===== config.mk =====
export PLATFORM = sky130hd
export DESIGN_NAME = adccal_regs
export DESIGN_NICKNAME = d
export VERILOG_FILES = /design/src/core/adccal_pkg.sv /design/src/core/adccal_regs.sv /design/src/core/adccal_wr_capture.sv /design/src/core/adccal_ch2_route.sv
export SDC_FILE = /design/constraint.sdc
export NUM_CORES = 1
export LEC_CHECK = 0
export BUFFER_PORTS_ARGS = -buffer_cell sky130_fd_sc_hd__buf_2
export CAP_MARGIN = 20
export CORE_ASPECT_RATIO = 1.5
export CORE_MARGIN = 2
export CORE_UTILIZATION = 53
export DETAILED_ROUTE_END_ITERATION = 10
export GPL_ROUTABILITY_DRIVEN = 0
export PLACE_DENSITY = 0.92
export SYNTH_ARGS = -nofsm -noshare
export SYNTH_HDL_FRONTEND = slang
export SYNTH_SLANG_ARGS = --single-unit

===== constraint.sdc =====
create_clock -name aclk -period 3.2 [get_ports aclk]
set_input_delay 0.64 -clock aclk [delete_from_list [all_inputs] [get_ports aclk]]
set_output_delay 0.64 -clock aclk [all_outputs]
set_load 0.005 [all_outputs]

===== src/core/adccal_pkg.sv =====
// Constants for the channel trim and setup register slice.
// Assumes a 32-bit AXI4-Lite slave with 8-bit byte addresses.
package adccal_pkg;

  // ==========================================================
  // Bus
  localparam int unsigned ADDR_W = 8;
  localparam int unsigned NREG = 6;
  localparam logic [1:0] RESP_OKAY = 2'h0;
  localparam logic [1:0] RESP_SLVERR = 2'h2;

  // ==========================================================
  // Register indices; byte address is four times the index
  localparam logic [7:0] IDX_CH1_GAIN_TRIM_HIGH = 8'h11;
  localparam logic [7:0] IDX_CH1_GAIN_TRIM_LOW = 8'h12;
  localparam logic [7:0] IDX_CH2_CHANNEL_SETUP = 8'h13;
  localparam logic [7:0] IDX_CH2_OFFSET_TRIM_HIGH = 8'h14;
  localparam logic [7:0] IDX_CH2_OFFSET_TRIM_LOW = 8'h15;
  localparam logic [7:0] IDX_CH2_GAIN_TRIM_HIGH = 8'h16;
  localparam logic [7:0] IDX_STATUS = 8'h20;
  localparam logic [7:0] ADDR_CH1_GAIN_TRIM_HIGH = {IDX_CH1_GAIN_TRIM_HIGH[5:0], 2'h0};
  localparam logic [7:0] ADDR_CH1_GAIN_TRIM_LOW = {IDX_CH1_GAIN_TRIM_LOW[5:0], 2'h0};
  localparam logic [7:0] ADDR_CH2_CHANNEL_SETUP = {IDX_CH2_CHANNEL_SETUP[5:0], 2'h0};
  localparam logic [7:0] ADDR_CH2_OFFSET_TRIM_HIGH = {IDX_CH2_OFFSET_TRIM_HIGH[5:0], 2'h0};
  localparam logic [7:0] ADDR_CH2_OFFSET_TRIM_LOW = {IDX_CH2_OFFSET_TRIM_LOW[5:0], 2'h0};
  localparam logic [7:0] ADDR_CH2_GAIN_TRIM_HIGH = {IDX_CH2_GAIN_TRIM_HIGH[5:0], 2'h0};
  localparam logic [7:0] ADDR_STATUS = {IDX_STATUS[5:0], 2'h0};

  // ==========================================================
  // Storage slots, reset values and writable bits
  localparam int unsigned SLOT_CH1_GAIN_HIGH = 0;
  localparam int unsigned SLOT_CH1_GAIN_LOW = 1;
  localparam int unsigned SLOT_CH2_SETUP = 2;
  localparam int unsigned SLOT_CH2_OFFSET_HIGH = 3;
  localparam int unsigned SLOT_CH2_OFFSET_LOW = 4;
  localparam int unsigned SLOT_CH2_GAIN_HIGH = 5;
  localparam logic [15:0] GAIN_HIGH_RST = 16'h8000;
  localparam logic [15:0] ZERO_RST = 16'h0000;
  localparam logic [15:0] FULL_WMASK = 16'hffff;
  localparam logic [15:0] LOW_WMASK = 16'hff00;
  localparam logic [15:0] SETUP_WMASK = 16'hffc7;
  localparam logic [7:0] REG_IDX [0:5] = '{IDX_CH1_GAIN_TRIM_HIGH, IDX_CH1_GAIN_TRIM_LOW,
    IDX_CH2_CHANNEL_SETUP, IDX_CH2_OFFSET_TRIM_HIGH, IDX_CH2_OFFSET_TRIM_LOW, IDX_CH2_GAIN_TRIM_HIGH};
  localparam logic [15:0] REG_RST [0:5] = '{GAIN_HIGH_RST, ZERO_RST, ZERO_RST, ZERO_RST,
    ZERO_RST, GAIN_HIGH_RST};
  localparam logic [15:0] REG_WMASK [0:5] = '{FULL_WMASK, LOW_WMASK, SETUP_WMASK, FULL_WMASK,
    LOW_WMASK, FULL_WMASK};

  // ==========================================================
  // Field positions
  localparam int unsigned LOW_MSB = 15;
  localparam int unsigned LOW_LSB = 8;
  localparam int unsigned DELAY_MSB = 15;
  localparam int unsigned DELAY_LSB = 6;
  localparam int unsigned HPOFF_BIT = 2;
  localparam int unsigned SEL_MSB = 1;
  localparam int unsigned SEL_LSB = 0;
  localparam logic [3:0] HP_GLOBAL_OFF = 4'h0;

  // ==========================================================
  // Types
  typedef enum logic [1:0] {
    SEL_EXTERNAL = 2'h0,
    SEL_SHORTED = 2'h1,
    SEL_TEST_POS = 2'h2,
    SEL_TEST_NEG = 2'h3
  } adccal_sel_t;

  typedef enum logic [4:0] {
    WR_IDLE = 5'h01,
    WR_GOT_ADDR = 5'h02,
    WR_GOT_DATA = 5'h04,
    WR_EXEC = 5'h08,
    WR_RESP = 5'h10
  } adccal_wr_state_t;

endpackage


===== src/core/adccal_regs.sv =====
// Channel 1 gain trim and channel 2 setup/trim registers on AXI4-Lite.
// Assumes one clock, synchronous active-low reset, well-behaved master.
//
// The AXI4-Lite interface to the registers was chosen for this implementation.
`timescale 1ns/10ps

// What this block does
// RULE_01: The channel 1 gain upper word holds gain bits 23:8, read/write.
// RULE_02: Channel 1 gain lower register bits 15:8 hold gain bits 7:0, read/write, reset zero.
// RULE_03: The channel 1 gain upper word at index 11h resets to 8000h.
// RULE_04: The channel 2 gain upper word at index 16h resets to 8000h.
// RULE_05: Channel 2 setup bits 15:6 hold a 10-bit two's complement delay, reset zero.
// RULE_06: Channel 2 setup bit 2 set turns off the channel 2 high-pass filter.
// RULE_07: With that bit clear, the global high-pass setting governs channel 2.
// RULE_08: Channel 2 select 00 external, 01 shorted, 10 positive test, 11 negative test.
// RULE_09: The channel 2 offset upper word holds offset bits 23:8, read/write, reset zero.
// RULE_10: Channel 2 offset lower register bits 15:8 hold offset bits 7:0, reset zero.
// RULE_11: Reserved bits ignore writes and read as zero.
module adccal_regs (
  input wire logic aclk,
  input wire logic aresetn,
  input wire logic [7:0] awaddr,
  input wire logic [2:0] awprot,
  input wire logic awvalid,
  output logic awready,
  input wire logic [31:0] wdata,
  input wire logic [3:0] wstrb,
  input wire logic wvalid,
  output logic wready,
  output logic [1:0] bresp,
  output logic bvalid,
  input wire logic bready,
  input wire logic [7:0] araddr,
  input wire logic [2:0] arprot,
  input wire logic arvalid,
  output logic arready,
  output logic [31:0] rdata,
  output logic [1:0] rresp,
  output logic rvalid,
  input wire logic rready,
  input wire logic [3:0] global_highpass_setting,
  output logic [23:0] ch1_gain_value,
  output logic [23:0] ch2_offset_value,
  output logic [15:0] ch2_gain_value_upper,
  output logic [9:0] ch2_delay_trim,
  output logic ch2_filter_enable,
  output logic [3:0] ch2_highpass_setting,
  output logic [3:0] ch2_path_onehot
);

  logic [15:0] regs_q [0:5];
  logic wr_en;
  logic [7:0] wr_addr;
  logic [15:0] wr_data;
  logic [1:0] wr_strb;
  logic wr_err;
  logic [15:0] byte_mask;
  logic [15:0] status_word;
  logic [15:0] rd_word;
  logic rd_hit;
  logic ar_hs;
  logic [15:0] ch1_gain_trim_high;
  logic [15:0] ch1_gain_trim_low;
  logic [15:0] ch2_channel_setup;
  logic [15:0] ch2_offset_trim_high;
  logic [15:0] ch2_offset_trim_low;
  logic [15:0] ch2_gain_trim_high;
  logic [15:0] ch1_gain_value_upper;
  logic [7:0] ch1_gain_value_lower;
  logic [15:0] ch2_offset_value_upper;
  logic [7:0] ch2_offset_value_lower;
  logic [1:0] ch2_input_select;
  logic ch2_highpass_off;

  // ==========================================================
  // Write channel
  adccal_wr_capture u_wr (
    .aclk(aclk),
    .aresetn(aresetn),
    .awaddr(awaddr),
    .awvalid(awvalid),
    .awready(awready),
    .wdata(wdata),
    .wstrb(wstrb),
    .wvalid(wvalid),
    .wready(wready),
    .bresp(bresp),
    .bvalid(bvalid),
    .bready(bready),
    .wr_en(wr_en),
    .wr_addr(wr_addr),
    .wr_data(wr_data),
    .wr_strb(wr_strb),
    .wr_err(wr_err)
  );

  // Unmapped writes answer SLVERR; status writes are dropped quietly
  always_comb begin
    wr_err = (wr_addr[7:2] != adccal_pkg::IDX_STATUS[5:0]);
    for (int k = 0; k < adccal_pkg::NREG; k++) begin
      if (wr_addr[7:2] == adccal_pkg::REG_IDX[k][5:0]) begin
        wr_err = 1'b0;
      end
    end
  end

  assign byte_mask = {{8{wr_strb[1]}}, {8{wr_strb[0]}}};

  // ==========================================================
  // Register storage
  for (genvar i = 0; i < adccal_pkg::NREG; i++) begin : g_reg
    logic [15:0] upd_mask;
    assign upd_mask = byte_mask & adccal_pkg::REG_WMASK[i]; // RULE_11
    always_ff @(posedge aclk) begin
      if (!aresetn) begin
        regs_q[i] <= adccal_pkg::REG_RST[i]; // RULE_03 RULE_04
      end else if (wr_en && wr_addr[7:2] == adccal_pkg::REG_IDX[i][5:0]) begin
        regs_q[i] <= (regs_q[i] & ~upd_mask) | (wr_data & upd_mask); // RULE_01 RULE_02 RULE_09 RULE_10
      end
    end
  end

  assign ch1_gain_trim_high = regs_q[adccal_pkg::SLOT_CH1_GAIN_HIGH];
  assign ch1_gain_trim_low = regs_q[adccal_pkg::SLOT_CH1_GAIN_LOW];
  assign ch2_channel_setup = regs_q[adccal_pkg::SLOT_CH2_SETUP];
  assign ch2_offset_trim_high = regs_q[adccal_pkg::SLOT_CH2_OFFSET_HIGH];
  assign ch2_offset_trim_low = regs_q[adccal_pkg::SLOT_CH2_OFFSET_LOW];
  assign ch2_gain_trim_high = regs_q[adccal_pkg::SLOT_CH2_GAIN_HIGH];

  // ==========================================================
  // Fields to the datapath
  assign ch1_gain_value_upper = ch1_gain_trim_high;
  assign ch1_gain_value_lower = ch1_gain_trim_low[adccal_pkg::LOW_MSB:adccal_pkg::LOW_LSB];
  assign ch1_gain_value = {ch1_gain_value_upper, ch1_gain_value_lower}; // RULE_01 RULE_02
  assign ch2_offset_value_upper = ch2_offset_trim_high;
  assign ch2_offset_value_lower = ch2_offset_trim_low[adccal_pkg::LOW_MSB:adccal_pkg::LOW_LSB];
  assign ch2_offset_value = {ch2_offset_value_upper, ch2_offset_value_lower}; // RULE_09 RULE_10
  assign ch2_gain_value_upper = ch2_gain_trim_high; // RULE_04
  assign ch2_delay_trim = ch2_channel_setup[adccal_pkg::DELAY_MSB:adccal_pkg::DELAY_LSB]; // RULE_05
  assign ch2_highpass_off = ch2_channel_setup[adccal_pkg::HPOFF_BIT];
  assign ch2_input_select = ch2_channel_setup[adccal_pkg::SEL_MSB:adccal_pkg::SEL_LSB];

  adccal_ch2_route u_route (
    .aclk(aclk),
    .aresetn(aresetn),
    .ch2_input_select(ch2_input_select),
    .ch2_highpass_off(ch2_highpass_off),
    .global_highpass_setting(global_highpass_setting),
    .ch2_filter_enable(ch2_filter_enable),
    .ch2_highpass_setting(ch2_highpass_setting),
    .ch2_path_onehot(ch2_path_onehot)
  );

  // Live channel 2 state: bit 4 filter on, bits 3:0 input path
  assign status_word = {11'h000, ch2_filter_enable, ch2_path_onehot};

  // ==========================================================
  // Read channel
  always_comb begin
    rd_hit = 1'b0;
    rd_word = 16'h0000;
    for (int k = 0; k < adccal_pkg::NREG; k++) begin
      if (araddr[7:2] == adccal_pkg::REG_IDX[k][5:0]) begin
        rd_hit = 1'b1;
        rd_word = regs_q[k];
      end
    end
    if (araddr[7:2] == adccal_pkg::IDX_STATUS[5:0]) begin
      rd_hit = 1'b1;
      rd_word = status_word;
    end
  end

  assign arready = !rvalid;
  assign ar_hs = arvalid && arready;

  always_ff @(posedge aclk) begin
    if (!aresetn) begin
      rvalid <= 1'b0;
    end else if (ar_hs) begin
      rvalid <= 1'b1;
    end else if (rready) begin
      rvalid <= 1'b0;
    end
  end

  always_ff @(posedge aclk) begin
    if (!aresetn) begin
      rdata <= 32'h00000000;
      rresp <= adccal_pkg::RESP_OKAY;
    end else if (ar_hs) begin
      rdata <= {16'h0000, rd_word}; // RULE_11
      rresp <= rd_hit ? adccal_pkg::RESP_OKAY : adccal_pkg::RESP_SLVERR;
    end
  end

  // ==========================================================
  // Assertions
  ch1_high_reset_a: assert property (@(posedge aclk) $rose(aresetn) |-> // RULE_03
    ch1_gain_value_upper == adccal_pkg::GAIN_HIGH_RST)
    else $error("ch1 gain upper word not 8000h after reset");

  ch2_high_reset_a: assert property (@(posedge aclk) $rose(aresetn) |-> // RULE_04
    ch2_gain_value_upper == adccal_pkg::GAIN_HIGH_RST && ch2_delay_trim == 10'h000)
    else $error("ch2 gain upper word or delay wrong after reset");

  ch1_high_write_a: assert property (@(posedge aclk) disable iff (!aresetn) // RULE_01
    wr_en && wr_addr == adccal_pkg::ADDR_CH1_GAIN_TRIM_HIGH && wr_strb == 2'h3
    |=> ch1_gain_value[23:8] == $past(wr_data))
    else $error("ch1 gain upper word did not take write");

  ch1_low_write_a: assert property (@(posedge aclk) disable iff (!aresetn) // RULE_02
    wr_en && wr_addr == adccal_pkg::ADDR_CH1_GAIN_TRIM_LOW && wr_strb[1]
    |=> ch1_gain_value[7:0] == $past(wr_data[15:8]))
    else $error("ch1 gain lower byte did not take write");

  ch2_delay_write_a: assert property (@(posedge aclk) disable iff (!aresetn) // RULE_05
    wr_en && wr_addr == adccal_pkg::ADDR_CH2_CHANNEL_SETUP && wr_strb == 2'h3
    |=> ch2_delay_trim == $past(wr_data[15:6]) ##1 ch2_path_onehot == 4'h1 << $past(wr_data[1:0], 2))
    else $error("ch2 delay or input path does not follow setup write");

  hp_off_wins_a: assert property (@(posedge aclk) disable iff (!aresetn) // RULE_06
    ch2_highpass_off |=> !ch2_filter_enable && ch2_highpass_setting == 4'h0)
    else $error("ch2 filter on while local disable set");

  hp_global_follow_a: assert property (@(posedge aclk) disable iff (!aresetn) // RULE_07
    !ch2_highpass_off |=> ch2_highpass_setting == $past(global_highpass_setting)
    && ch2_filter_enable == ($past(global_highpass_setting) != 4'h0))
    else $error("ch2 filter ignores global setting");

  path_decode_a: assert property (@(posedge aclk) disable iff (!aresetn) // RULE_08
    ch2_input_select == 2'h3 |=> ch2_path_onehot == 4'h8)
    else $error("negative test select not decoded");

  ch2_offset_write_a: assert property (@(posedge aclk) disable iff (!aresetn) // RULE_09
    wr_en && wr_addr == adccal_pkg::ADDR_CH2_OFFSET_TRIM_HIGH && wr_strb == 2'h3
    |=> ch2_offset_value[23:8] == $past(wr_data))
    else $error("ch2 offset upper word did not take write");

  ch2_offset_low_a: assert property (@(posedge aclk) disable iff (!aresetn) // RULE_10
    wr_en && wr_addr == adccal_pkg::ADDR_CH2_OFFSET_TRIM_LOW && wr_strb[1]
    |=> ch2_offset_value[7:0] == $past(wr_data[15:8]))
    else $error("ch2 offset lower byte did not take write");

  reserved_zero_a: assert property (@(posedge aclk) disable iff (!aresetn) // RULE_11
    ch1_gain_trim_low[7:0] == 8'h00 && ch2_offset_trim_low[7:0] == 8'h00
    && ch2_channel_setup[5:3] == 3'h0)
    else $error("reserved bits not zero");

  read_back_a: assert property (@(posedge aclk) disable iff (!aresetn)
    ar_hs && araddr == adccal_pkg::ADDR_CH1_GAIN_TRIM_HIGH
    |=> rvalid && rresp == adccal_pkg::RESP_OKAY && rdata == {16'h0000, $past(ch1_gain_trim_high)})
    else $error("read of ch1 gain upper word wrong");

  write_resp_a: assert property (@(posedge aclk) disable iff (!aresetn)
    wr_en |=> bvalid)
    else $error("write response not raised after write");

  ch2_gain_write_a: assert property (@(posedge aclk) disable iff (!aresetn) // RULE_04
    wr_en && wr_addr == adccal_pkg::ADDR_CH2_GAIN_TRIM_HIGH && wr_strb == 2'h3
    |=> ch2_gain_value_upper == $past(wr_data))
    else $error("ch2 gain upper word did not take write");

  trim_reset_a: assert property (@(posedge aclk) $rose(aresetn) |-> // RULE_02 RULE_09 RULE_10
    ch2_offset_value == 24'h000000 && ch1_gain_value[7:0] == 8'h00)
    else $error("trim values not zero after reset");

  bad_write_resp_a: assert property (@(posedge aclk) disable iff (!aresetn)
    wr_en && wr_err |=> bvalid && bresp == adccal_pkg::RESP_SLVERR)
    else $error("unmapped write not refused");

  bad_read_resp_a: assert property (@(posedge aclk) disable iff (!aresetn)
    ar_hs && !rd_hit |=> rvalid && rresp == adccal_pkg::RESP_SLVERR && rdata == 32'h00000000)
    else $error("unmapped read not refused");

  status_read_a: assert property (@(posedge aclk) disable iff (!aresetn) // RULE_06 RULE_08
    ar_hs && araddr[7:2] == adccal_pkg::IDX_STATUS[5:0]
    |=> rresp == adccal_pkg::RESP_OKAY && rdata == {16'h0000, $past(status_word)})
    else $error("status read does not show live channel 2 state");

  wr_busy_a: assert property (@(posedge aclk) disable iff (!aresetn)
    bvalid |-> !awready && !wready)
    else $error("write channel open while response pending");

  path_external_a: assert property (@(posedge aclk) disable iff (!aresetn) // RULE_08
    ch2_input_select == 2'h0 |=> ch2_path_onehot == 4'h1)
    else $error("external select not decoded");

  path_shorted_a: assert property (@(posedge aclk) disable iff (!aresetn) // RULE_08
    ch2_input_select == 2'h1 |=> ch2_path_onehot == 4'h2)
    else $error("shorted select not decoded");

  path_test_pos_a: assert property (@(posedge aclk) disable iff (!aresetn) // RULE_08
    ch2_input_select == 2'h2 |=> ch2_path_onehot == 4'h4)
    else $error("positive test select not decoded");

  bad_write_c: cover property (@(posedge aclk) disable iff (!aresetn)
    wr_en && wr_err);

  both_write_c: cover property (@(posedge aclk) disable iff (!aresetn)
    awvalid && awready && wvalid && wready);

  addr_first_c: cover property (@(posedge aclk) disable iff (!aresetn)
    awvalid && awready && !wvalid ##[1:4] wvalid && wready);

  status_read_c: cover property (@(posedge aclk) disable iff (!aresetn)
    ar_hs && araddr == adccal_pkg::ADDR_STATUS);

  test_neg_c: cover property (@(posedge aclk) disable iff (!aresetn)
    ch2_path_onehot == 4'h8 && !ch2_filter_enable);

endmodule // adccal_regs


===== src/core/adccal_wr_capture.sv =====
// AXI4-Lite write channel capture: takes address and data in any order.
// Assumes the parent answers wr_err combinationally from wr_addr.
`timescale 1ns/10ps
module adccal_wr_capture (
  input wire logic aclk,
  input wire logic aresetn,
  input wire logic [7:0] awaddr,
  input wire logic awvalid,
  output logic awready,
  input wire logic [31:0] wdata,
  input wire logic [3:0] wstrb,
  input wire logic wvalid,
  output logic wready,
  output logic [1:0] bresp,
  output logic bvalid,
  input wire logic bready,
  output logic wr_en,
  output logic [7:0] wr_addr,
  output logic [15:0] wr_data,
  output logic [1:0] wr_strb,
  input wire logic wr_err
);

  adccal_pkg::adccal_wr_state_t state_q;
  logic aw_hs;
  logic w_hs;

  // ==========================================================
  // Handshakes
  assign awready = (state_q == adccal_pkg::WR_IDLE) || (state_q == adccal_pkg::WR_GOT_DATA);
  assign wready = (state_q == adccal_pkg::WR_IDLE) || (state_q == adccal_pkg::WR_GOT_ADDR);
  assign aw_hs = awvalid && awready;
  assign w_hs = wvalid && wready;
  assign wr_en = (state_q == adccal_pkg::WR_EXEC);
  assign bvalid = (state_q == adccal_pkg::WR_RESP);

  // ==========================================================
  // Sequencing
  always_ff @(posedge aclk) begin
    if (!aresetn) begin
      state_q <= adccal_pkg::WR_IDLE;
    end else begin
      case (state_q)
        adccal_pkg::WR_IDLE: begin
          if (aw_hs && w_hs) begin
            state_q <= adccal_pkg::WR_EXEC;
          end else if (aw_hs) begin
            state_q <= adccal_pkg::WR_GOT_ADDR;
          end else if (w_hs) begin
            state_q <= adccal_pkg::WR_GOT_DATA;
          end
        end
        adccal_pkg::WR_GOT_ADDR: begin
          if (w_hs) begin
            state_q <= adccal_pkg::WR_EXEC;
          end
        end
        adccal_pkg::WR_GOT_DATA: begin
          if (aw_hs) begin
            state_q <= adccal_pkg::WR_EXEC;
          end
        end
        adccal_pkg::WR_EXEC: state_q <= adccal_pkg::WR_RESP;
        adccal_pkg::WR_RESP: begin
          if (bready) begin
            state_q <= adccal_pkg::WR_IDLE;
          end
        end
        default: state_q <= adccal_pkg::WR_IDLE;
      endcase
    end
  end

  // ==========================================================
  // Captured payload and response
  always_ff @(posedge aclk) begin
    if (!aresetn) begin
      wr_addr <= 8'h00;
      wr_data <= 16'h0000;
      wr_strb <= 2'h0;
      bresp <= adccal_pkg::RESP_OKAY;
    end else begin
      if (aw_hs) begin
        wr_addr <= awaddr;
      end
      if (w_hs) begin
        wr_data <= wdata[15:0];
        wr_strb <= wstrb[1:0];
      end
      if (wr_en) begin
        bresp <= wr_err ? adccal_pkg::RESP_SLVERR : adccal_pkg::RESP_OKAY;
      end
    end
  end

endmodule // adccal_wr_capture


===== src/core/adccal_ch2_route.sv =====
// Channel 2 input path and high-pass filter steering.
// Assumes setup fields come straight from the register flops.
`timescale 1ns/10ps
module adccal_ch2_route (
  input wire logic aclk,
  input wire logic aresetn,
  input wire logic [1:0] ch2_input_select,
  input wire logic ch2_highpass_off,
  input wire logic [3:0] global_highpass_setting,
  output logic ch2_filter_enable,
  output logic [3:0] ch2_highpass_setting,
  output logic [3:0] ch2_path_onehot
);

  // ==========================================================
  // Filter: local disable overrides the global setting
  always_ff @(posedge aclk) begin
    if (!aresetn) begin
      ch2_filter_enable <= 1'b0;
      ch2_highpass_setting <= adccal_pkg::HP_GLOBAL_OFF;
    end else if (ch2_highpass_off) begin // RULE_06
      ch2_filter_enable <= 1'b0;
      ch2_highpass_setting <= adccal_pkg::HP_GLOBAL_OFF;
    end else begin // RULE_07
      ch2_filter_enable <= (global_highpass_setting != adccal_pkg::HP_GLOBAL_OFF);
      ch2_highpass_setting <= global_highpass_setting;
    end
  end

  // ==========================================================
  // Input path: bit 0 external, 1 shorted, 2 test +, 3 test -
  always_ff @(posedge aclk) begin
    if (!aresetn) begin
      ch2_path_onehot <= 4'h1;
    end else begin
      case (adccal_pkg::adccal_sel_t'(ch2_input_select)) // RULE_08
        adccal_pkg::SEL_EXTERNAL: ch2_path_onehot <= 4'h1;
        adccal_pkg::SEL_SHORTED: ch2_path_onehot <= 4'h2;
        adccal_pkg::SEL_TEST_POS: ch2_path_onehot <= 4'h4;
        adccal_pkg::SEL_TEST_NEG: ch2_path_onehot <= 4'h8;
        default: ch2_path_onehot <= 4'h1;
      endcase
    end
  end

endmodule // adccal_ch2_route


=== After elaboration in Yosys (flattened, before gate mapping) ===
Memories as Yosys holds them, arrays and structs flattened.
Cells that the tools add are included.

* Reduce and logical (&&, ||, !) cells: 18
* Equal/unequal tests: 26
* Muxes and demuxes: 57
* Bitwise logic cells: 25

{| class="wikitable"
|+ Operators by type and width
! operator !! count
|-
| 2-to-1 mux 16 bit || 13
|-
| AND 16 bit || 9
|-
| bitwise OR 16 bit || 6
|-
| == test 6 x 5 -> 1 bit (second input constant) || 12
|-
| inverter 16 bit || 3
|-
| 2-to-1 mux 1 bit || 34
|-
| 2-to-1 mux 5 bit || 6
|-
| case mux 5 bit (5 select lines) || 1
|-
| case mux 4 bit (4 select lines) || 1
|-
| logical AND 1 bit || 10
|-
| == test 6 bit (second input constant) || 1
|-
| != test 2 x 1 -> 1 bit (second input constant) || 3
|-
| != test 6 bit (second input constant) || 1
|-
| bitwise OR 1 bit || 6
|-
| == test 5 x 1 -> 1 bit (second input constant) || 1
|-
| == test 5 x 2 -> 1 bit (second input constant) || 1
|-
| == test 5 x 3 -> 1 bit (second input constant) || 1
|-
| == test 5 x 4 -> 1 bit (second input constant) || 1
|-
| == test 5 bit (second input constant) || 1
|-
| == test 2 bit (second input constant) || 2
|-
| 2-to-1 mux 2 bit || 2
|-
| != test 4 x 2 -> 1 bit (second input constant) || 1
|-
| AND reduction 4 bit || 1
|-
| nonzero test 4 bit || 1
|-
| other kinds (7) || 8
|}

* Bits in writable memories: 96
* Flip-flop bits (word level): 61
* Word-level logic and storage cells: 138
* Memories kept: 1
* Input port bits: 69
* Output and inout bits: 124

{| class="wikitable"
|+ Memories
! memory !! words !! width !! read ports !! clocked after Yosys merged registers in !! write ports !! line !! RTL
|-
| regs_q || 6 || 16 || 6 || 0 || 6 || adccal_regs.sv:51 || <nowiki>logic [15:0] regs_q [0:5];</nowiki>
|}

=== Longest topological paths before layout ===
* Word-level depth: 9
* Gate-level depth with buffers: 7

=== Hierarchy ===
Synthesis repeated with hierarchy kept, for this count alone.

* Cells, all modules: 666
* Area total of the unflattened synthesis: 6,696.4 µm²

{| class="wikitable"
|+ By module, submodules not included
! module !! sequential area each (µm²) !! area an instance (µm²) !! times used !! cells an instance
|-
| adccal_regs || 2,672.6 || 5,031.1 || 1 || 495
|-
| adccal_wr_capture || 640.6 || 1,407.6 || 1 || 150
|-
| adccal_ch2_route || 180.2 || 257.7 || 1 || 21
|}

=== Worst setup path after synthesis ===
No wires, ideal clock.

* Kind: register to register
* Start: reg u_wr.state_q[3]
* End: mem regs_q[0][0] (enable)
* Required time: 2.786 ns
* Cell stages (with the launch flop): 5
* Arrival: 2.131 ns
* Period minus slack after synthesis: 2.545 ns
* Setup slack: 0.655 ns
* Cells stage by stage: dfxtp_1 -> buf_4 -> nor3b_4 -> nand3_1 -> o31ai_1

{| class="wikitable"
|+ RTL lines
! element !! line !! RTL
|-
| start, declared || adccal_wr_capture.sv:24 || <nowiki>adccal_pkg::adccal_wr_state_t state_q;</nowiki>
|-
| start signal, assigned || adccal_wr_capture.sv:41 || <nowiki>state_q <= adccal_pkg::WR_IDLE;</nowiki>
|-
| start signal, assigned || adccal_wr_capture.sv:46 || <nowiki>state_q <= adccal_pkg::WR_EXEC;</nowiki>
|-
| start signal, assigned || adccal_wr_capture.sv:48 || <nowiki>state_q <= adccal_pkg::WR_GOT_ADDR;</nowiki>
|-
| end, declared || adccal_regs.sv:51 ||
|}

==> impl_metrics.py <==
metrics = {
    "grt": {
        "grt_max_degree": 39,
        "overflow": 0,
        "grt_antenna_before_repair": 0,
        "grt_pass1_wl_um": 30000,
        "track_usage_pct": 27.3,
        "grt_pass1_vias": 5659,
    },
    "routing": {
        "ant_nets": 0,
        "vias_per_cell": 6.19,
        "num_vias": 5967,
        "wl_per_cell_um": 20.7,
        "drt_iter0_drc": 519,
        "drt_pass1_iterations": 8,
        "drc": 0,
        "totalWireLength_um": 20000,
    },
    "synthesis": {
        "ys_seq_elements": 134,
        "ys_async_sr_fraction_pct": 0,
        "synth_edf_count": 77,
        "syn_area_um2": 6970,
        "yosysWarnings": 0,
        "syn_inst": 671,
        "seq_area_frac_synth_pct": 49.5,
        "avgSynthCellArea_um2": 10.4,
        "synth_cell_types": 74,
        "synthFlopType": "edfxtp_1",
    },
    "timing": {
        "rsz0062_at_grt": "no",
        "finalCriticalPeriod_ps": 2280,
        "timing.fmax_mhz": 438,
        "clock_skew_ps": 6.10,
        "hold_ws_ps": 435,
        "worst_slew_pin_slew_ps": 1030,
        "setup_viol": 0,
        "hold_violations": 0,
        "period_share_pct": 71.4,
        "relSlewSlack_pct": 31.5,
        "maxSlewViolCount": 0,
        "setup_tns_ps": 0,
    },
    "clock_tree": {
        "cts_buffers": 17,
        "cts_hold_buf": 0,
        "worstSkewPairLatency_ps": 420,
        "htree_levels": 4,
        "cts_max_path_buffers": 2,
        "cts_tree": "done",
        "post_cts_resized": 0,
        "clkTransAtPathRegs_ps": 60,
        "postCtsSetupBuffers": 0,
        "root_buffer": "clkbuf_16",
        "cts.sink_count": 134,
    },
    "setup_path": {
        "end_kind": "register",
        "cp_slowest_stage_delay_ps": 820,
        "worst-path-max-fanout": 15,
        "crit_type": "register to register",
        "critPathTopFamily": "compound AO/OA/AOI/OAI gates",
        "crit_arrival_ps": 2330,
        "slowest_stage": "o21ai_1",
        "critPathLaunchType": "register",
        "crit_chain": "nor3_2, nand4_1, o21ai_1",
        "worst-path-buf-inv": 0,
        "required_ps": 3250,
    },
    "die": {
        "design.core.area_um2": 12900,
        "die_width_um": 97.6,
        "placementRows": 51,
        "die_h_um": 144,
        "pin_count": 193,
        "start_util_pct": 54.1,
        "fp.dieArea_um2": 14100,
    },
    "final_layout": {
        "area_growth_pct": 17.8,
        "drive_gt1_share_pct": 30.1,
        "diodes": 0,
        "fin_nets": 861,
    },
    "power": {
        "irDropWorstVdd_v": 0.000414,
        "power_mw": 4.57,
        "leakagePower_nw": 3.33,
        "powerDensity_nw_per_um2": 556,
    },
    "placement": {
        "hpwl_um": 13500,
        "io_buffers": 146,
    },
    "outcome": {
        "outcome": "finished clean",
    },
    "min_path": {
        "hold_path.class": "input port to register",
    },
    "job": {
        "max_cap_violations": 0,
    },
}
cells in the final DEF (no fill, tap or decap), types with 7 or more instances in the layout:
cell type | Yosys | final
buf_2 | 10 | 146
nand2b_1 | 84 | 84
edfxtp_1 | 77 | 77
a21oi_1 | 58 | 58
dfxtp_1 | 57 | 57
nor2_1 | 50 | 50
nand2_1 | 40 | 40
a21oi_2 | 30 | 30
mux2i_1 | 29 | 29
conb_1 | 1 | 18
clkbuf_16 | 0 | 17
o21ai_1 | 11 | 12
nand3_1 | 12 | 12
nor2b_1 | 11 | 11
buf_4 | 35 | 11
o21ai_0 | 11 | 10
o31ai_1 | 10 | 7
a221oi_1 | 7 | 7
metal layers:
layer  up-vias  GRT usage [%]  part of all wire, %
met2       415           47.3                   50
met3        98           6.91                  9.0
met1      2826           30.9                   36
met4         0           14.9                  5.4
li1       2628              -                    -
met5         -              0                    0
synthesized netlist by cell type, types with 11 or more instances:
library cell	count	share of area, %
a21oi_1	58	4.2
a21oi_2	30	3.8
buf_4	35	3.8
clkbuf_1	21	1.1
dfxtp_1	57	16
edfxtp_1	77	33
mux2i_1	29	4.2
nand2_1	40	2.2
nand2b_1	84	7.5
nand3_1	12	0.86
nor2_1	50	2.7
nor2b_1	11	0.99
o21ai_0	11	0.79
o21ai_1	11	0.79
cell families (layout without fill, tap and decap cells):
group | Yosys count | count (layout) | share of synthesized area, %
compound gates | 168 | 168 | 16.6
xor+xnor | 4 | 4 | 0.502
buf+inv | 77 | 194 | 6.86
flops | 134 | 134 | 49.5
mux | 37 | 37 | 5.46
other cells | 1 | 18 | 0.0538
simple gates | 250 | 250 | 21.0
registers in the layout, indices dropped and copies added, names as in the netlist:
register                      count
regs_q                           77
u_wr.wr_data                     16
u_wr.wr_addr                      6
u_route.ch2_filter_enable         1
u_wr.wr_strb                      2
rdata                            16
u_route.ch2_highpass_setting      4
u_wr.bresp                        1
u_route.ch2_path_onehot           4
rvalid                            1
u_wr.state_q                      5
rresp                             1
area by class of cell:
type                       count  area, µm²
fill                        1006       4670
inverter                       5       18.8
tap                          159        199
clock buffer                  17        425
clock inverter                15        186
timing repair buffer         157        813
sequential                   134       3450
multi-input combinational    477       3120
worst paths after layout:
check	start	endpoint	slack, ps	cells past startpoint
worst max-delay path	u_wr.state_q[1]	regs_q[4][12]	920	3
worst min-delay path	global_highpass_setting[1]	u_route.ch2_highpass_setting[1]	430	2
worst max register to register	u_wr.state_q[1]	regs_q[4][12]	920	3
worst min register to register	rresp[1]	rresp[1]	450	2
per-stage QoR:
stage	cells	worst slack, ps	area [µm²]	util (%)
after floorplan	688	655	7040	-
after detailed placement	932	914	7600	59.0
after CTS	964	935	8220	63.7
final	964	916	8220	63.7
after global routing	964	801	8220	63.7
after global placement	932	986	7600	59.0
power breakdown:
part	internal (mW)	switching [mW]	total [mW]	leakage, nW
Clock	1.29	0.743	2.03	0.281
Combinational	0.228	0.291	0.520	1.79
Sequential	1.90	0.113	2.02	1.25
(Power assumes the default switching activity.)
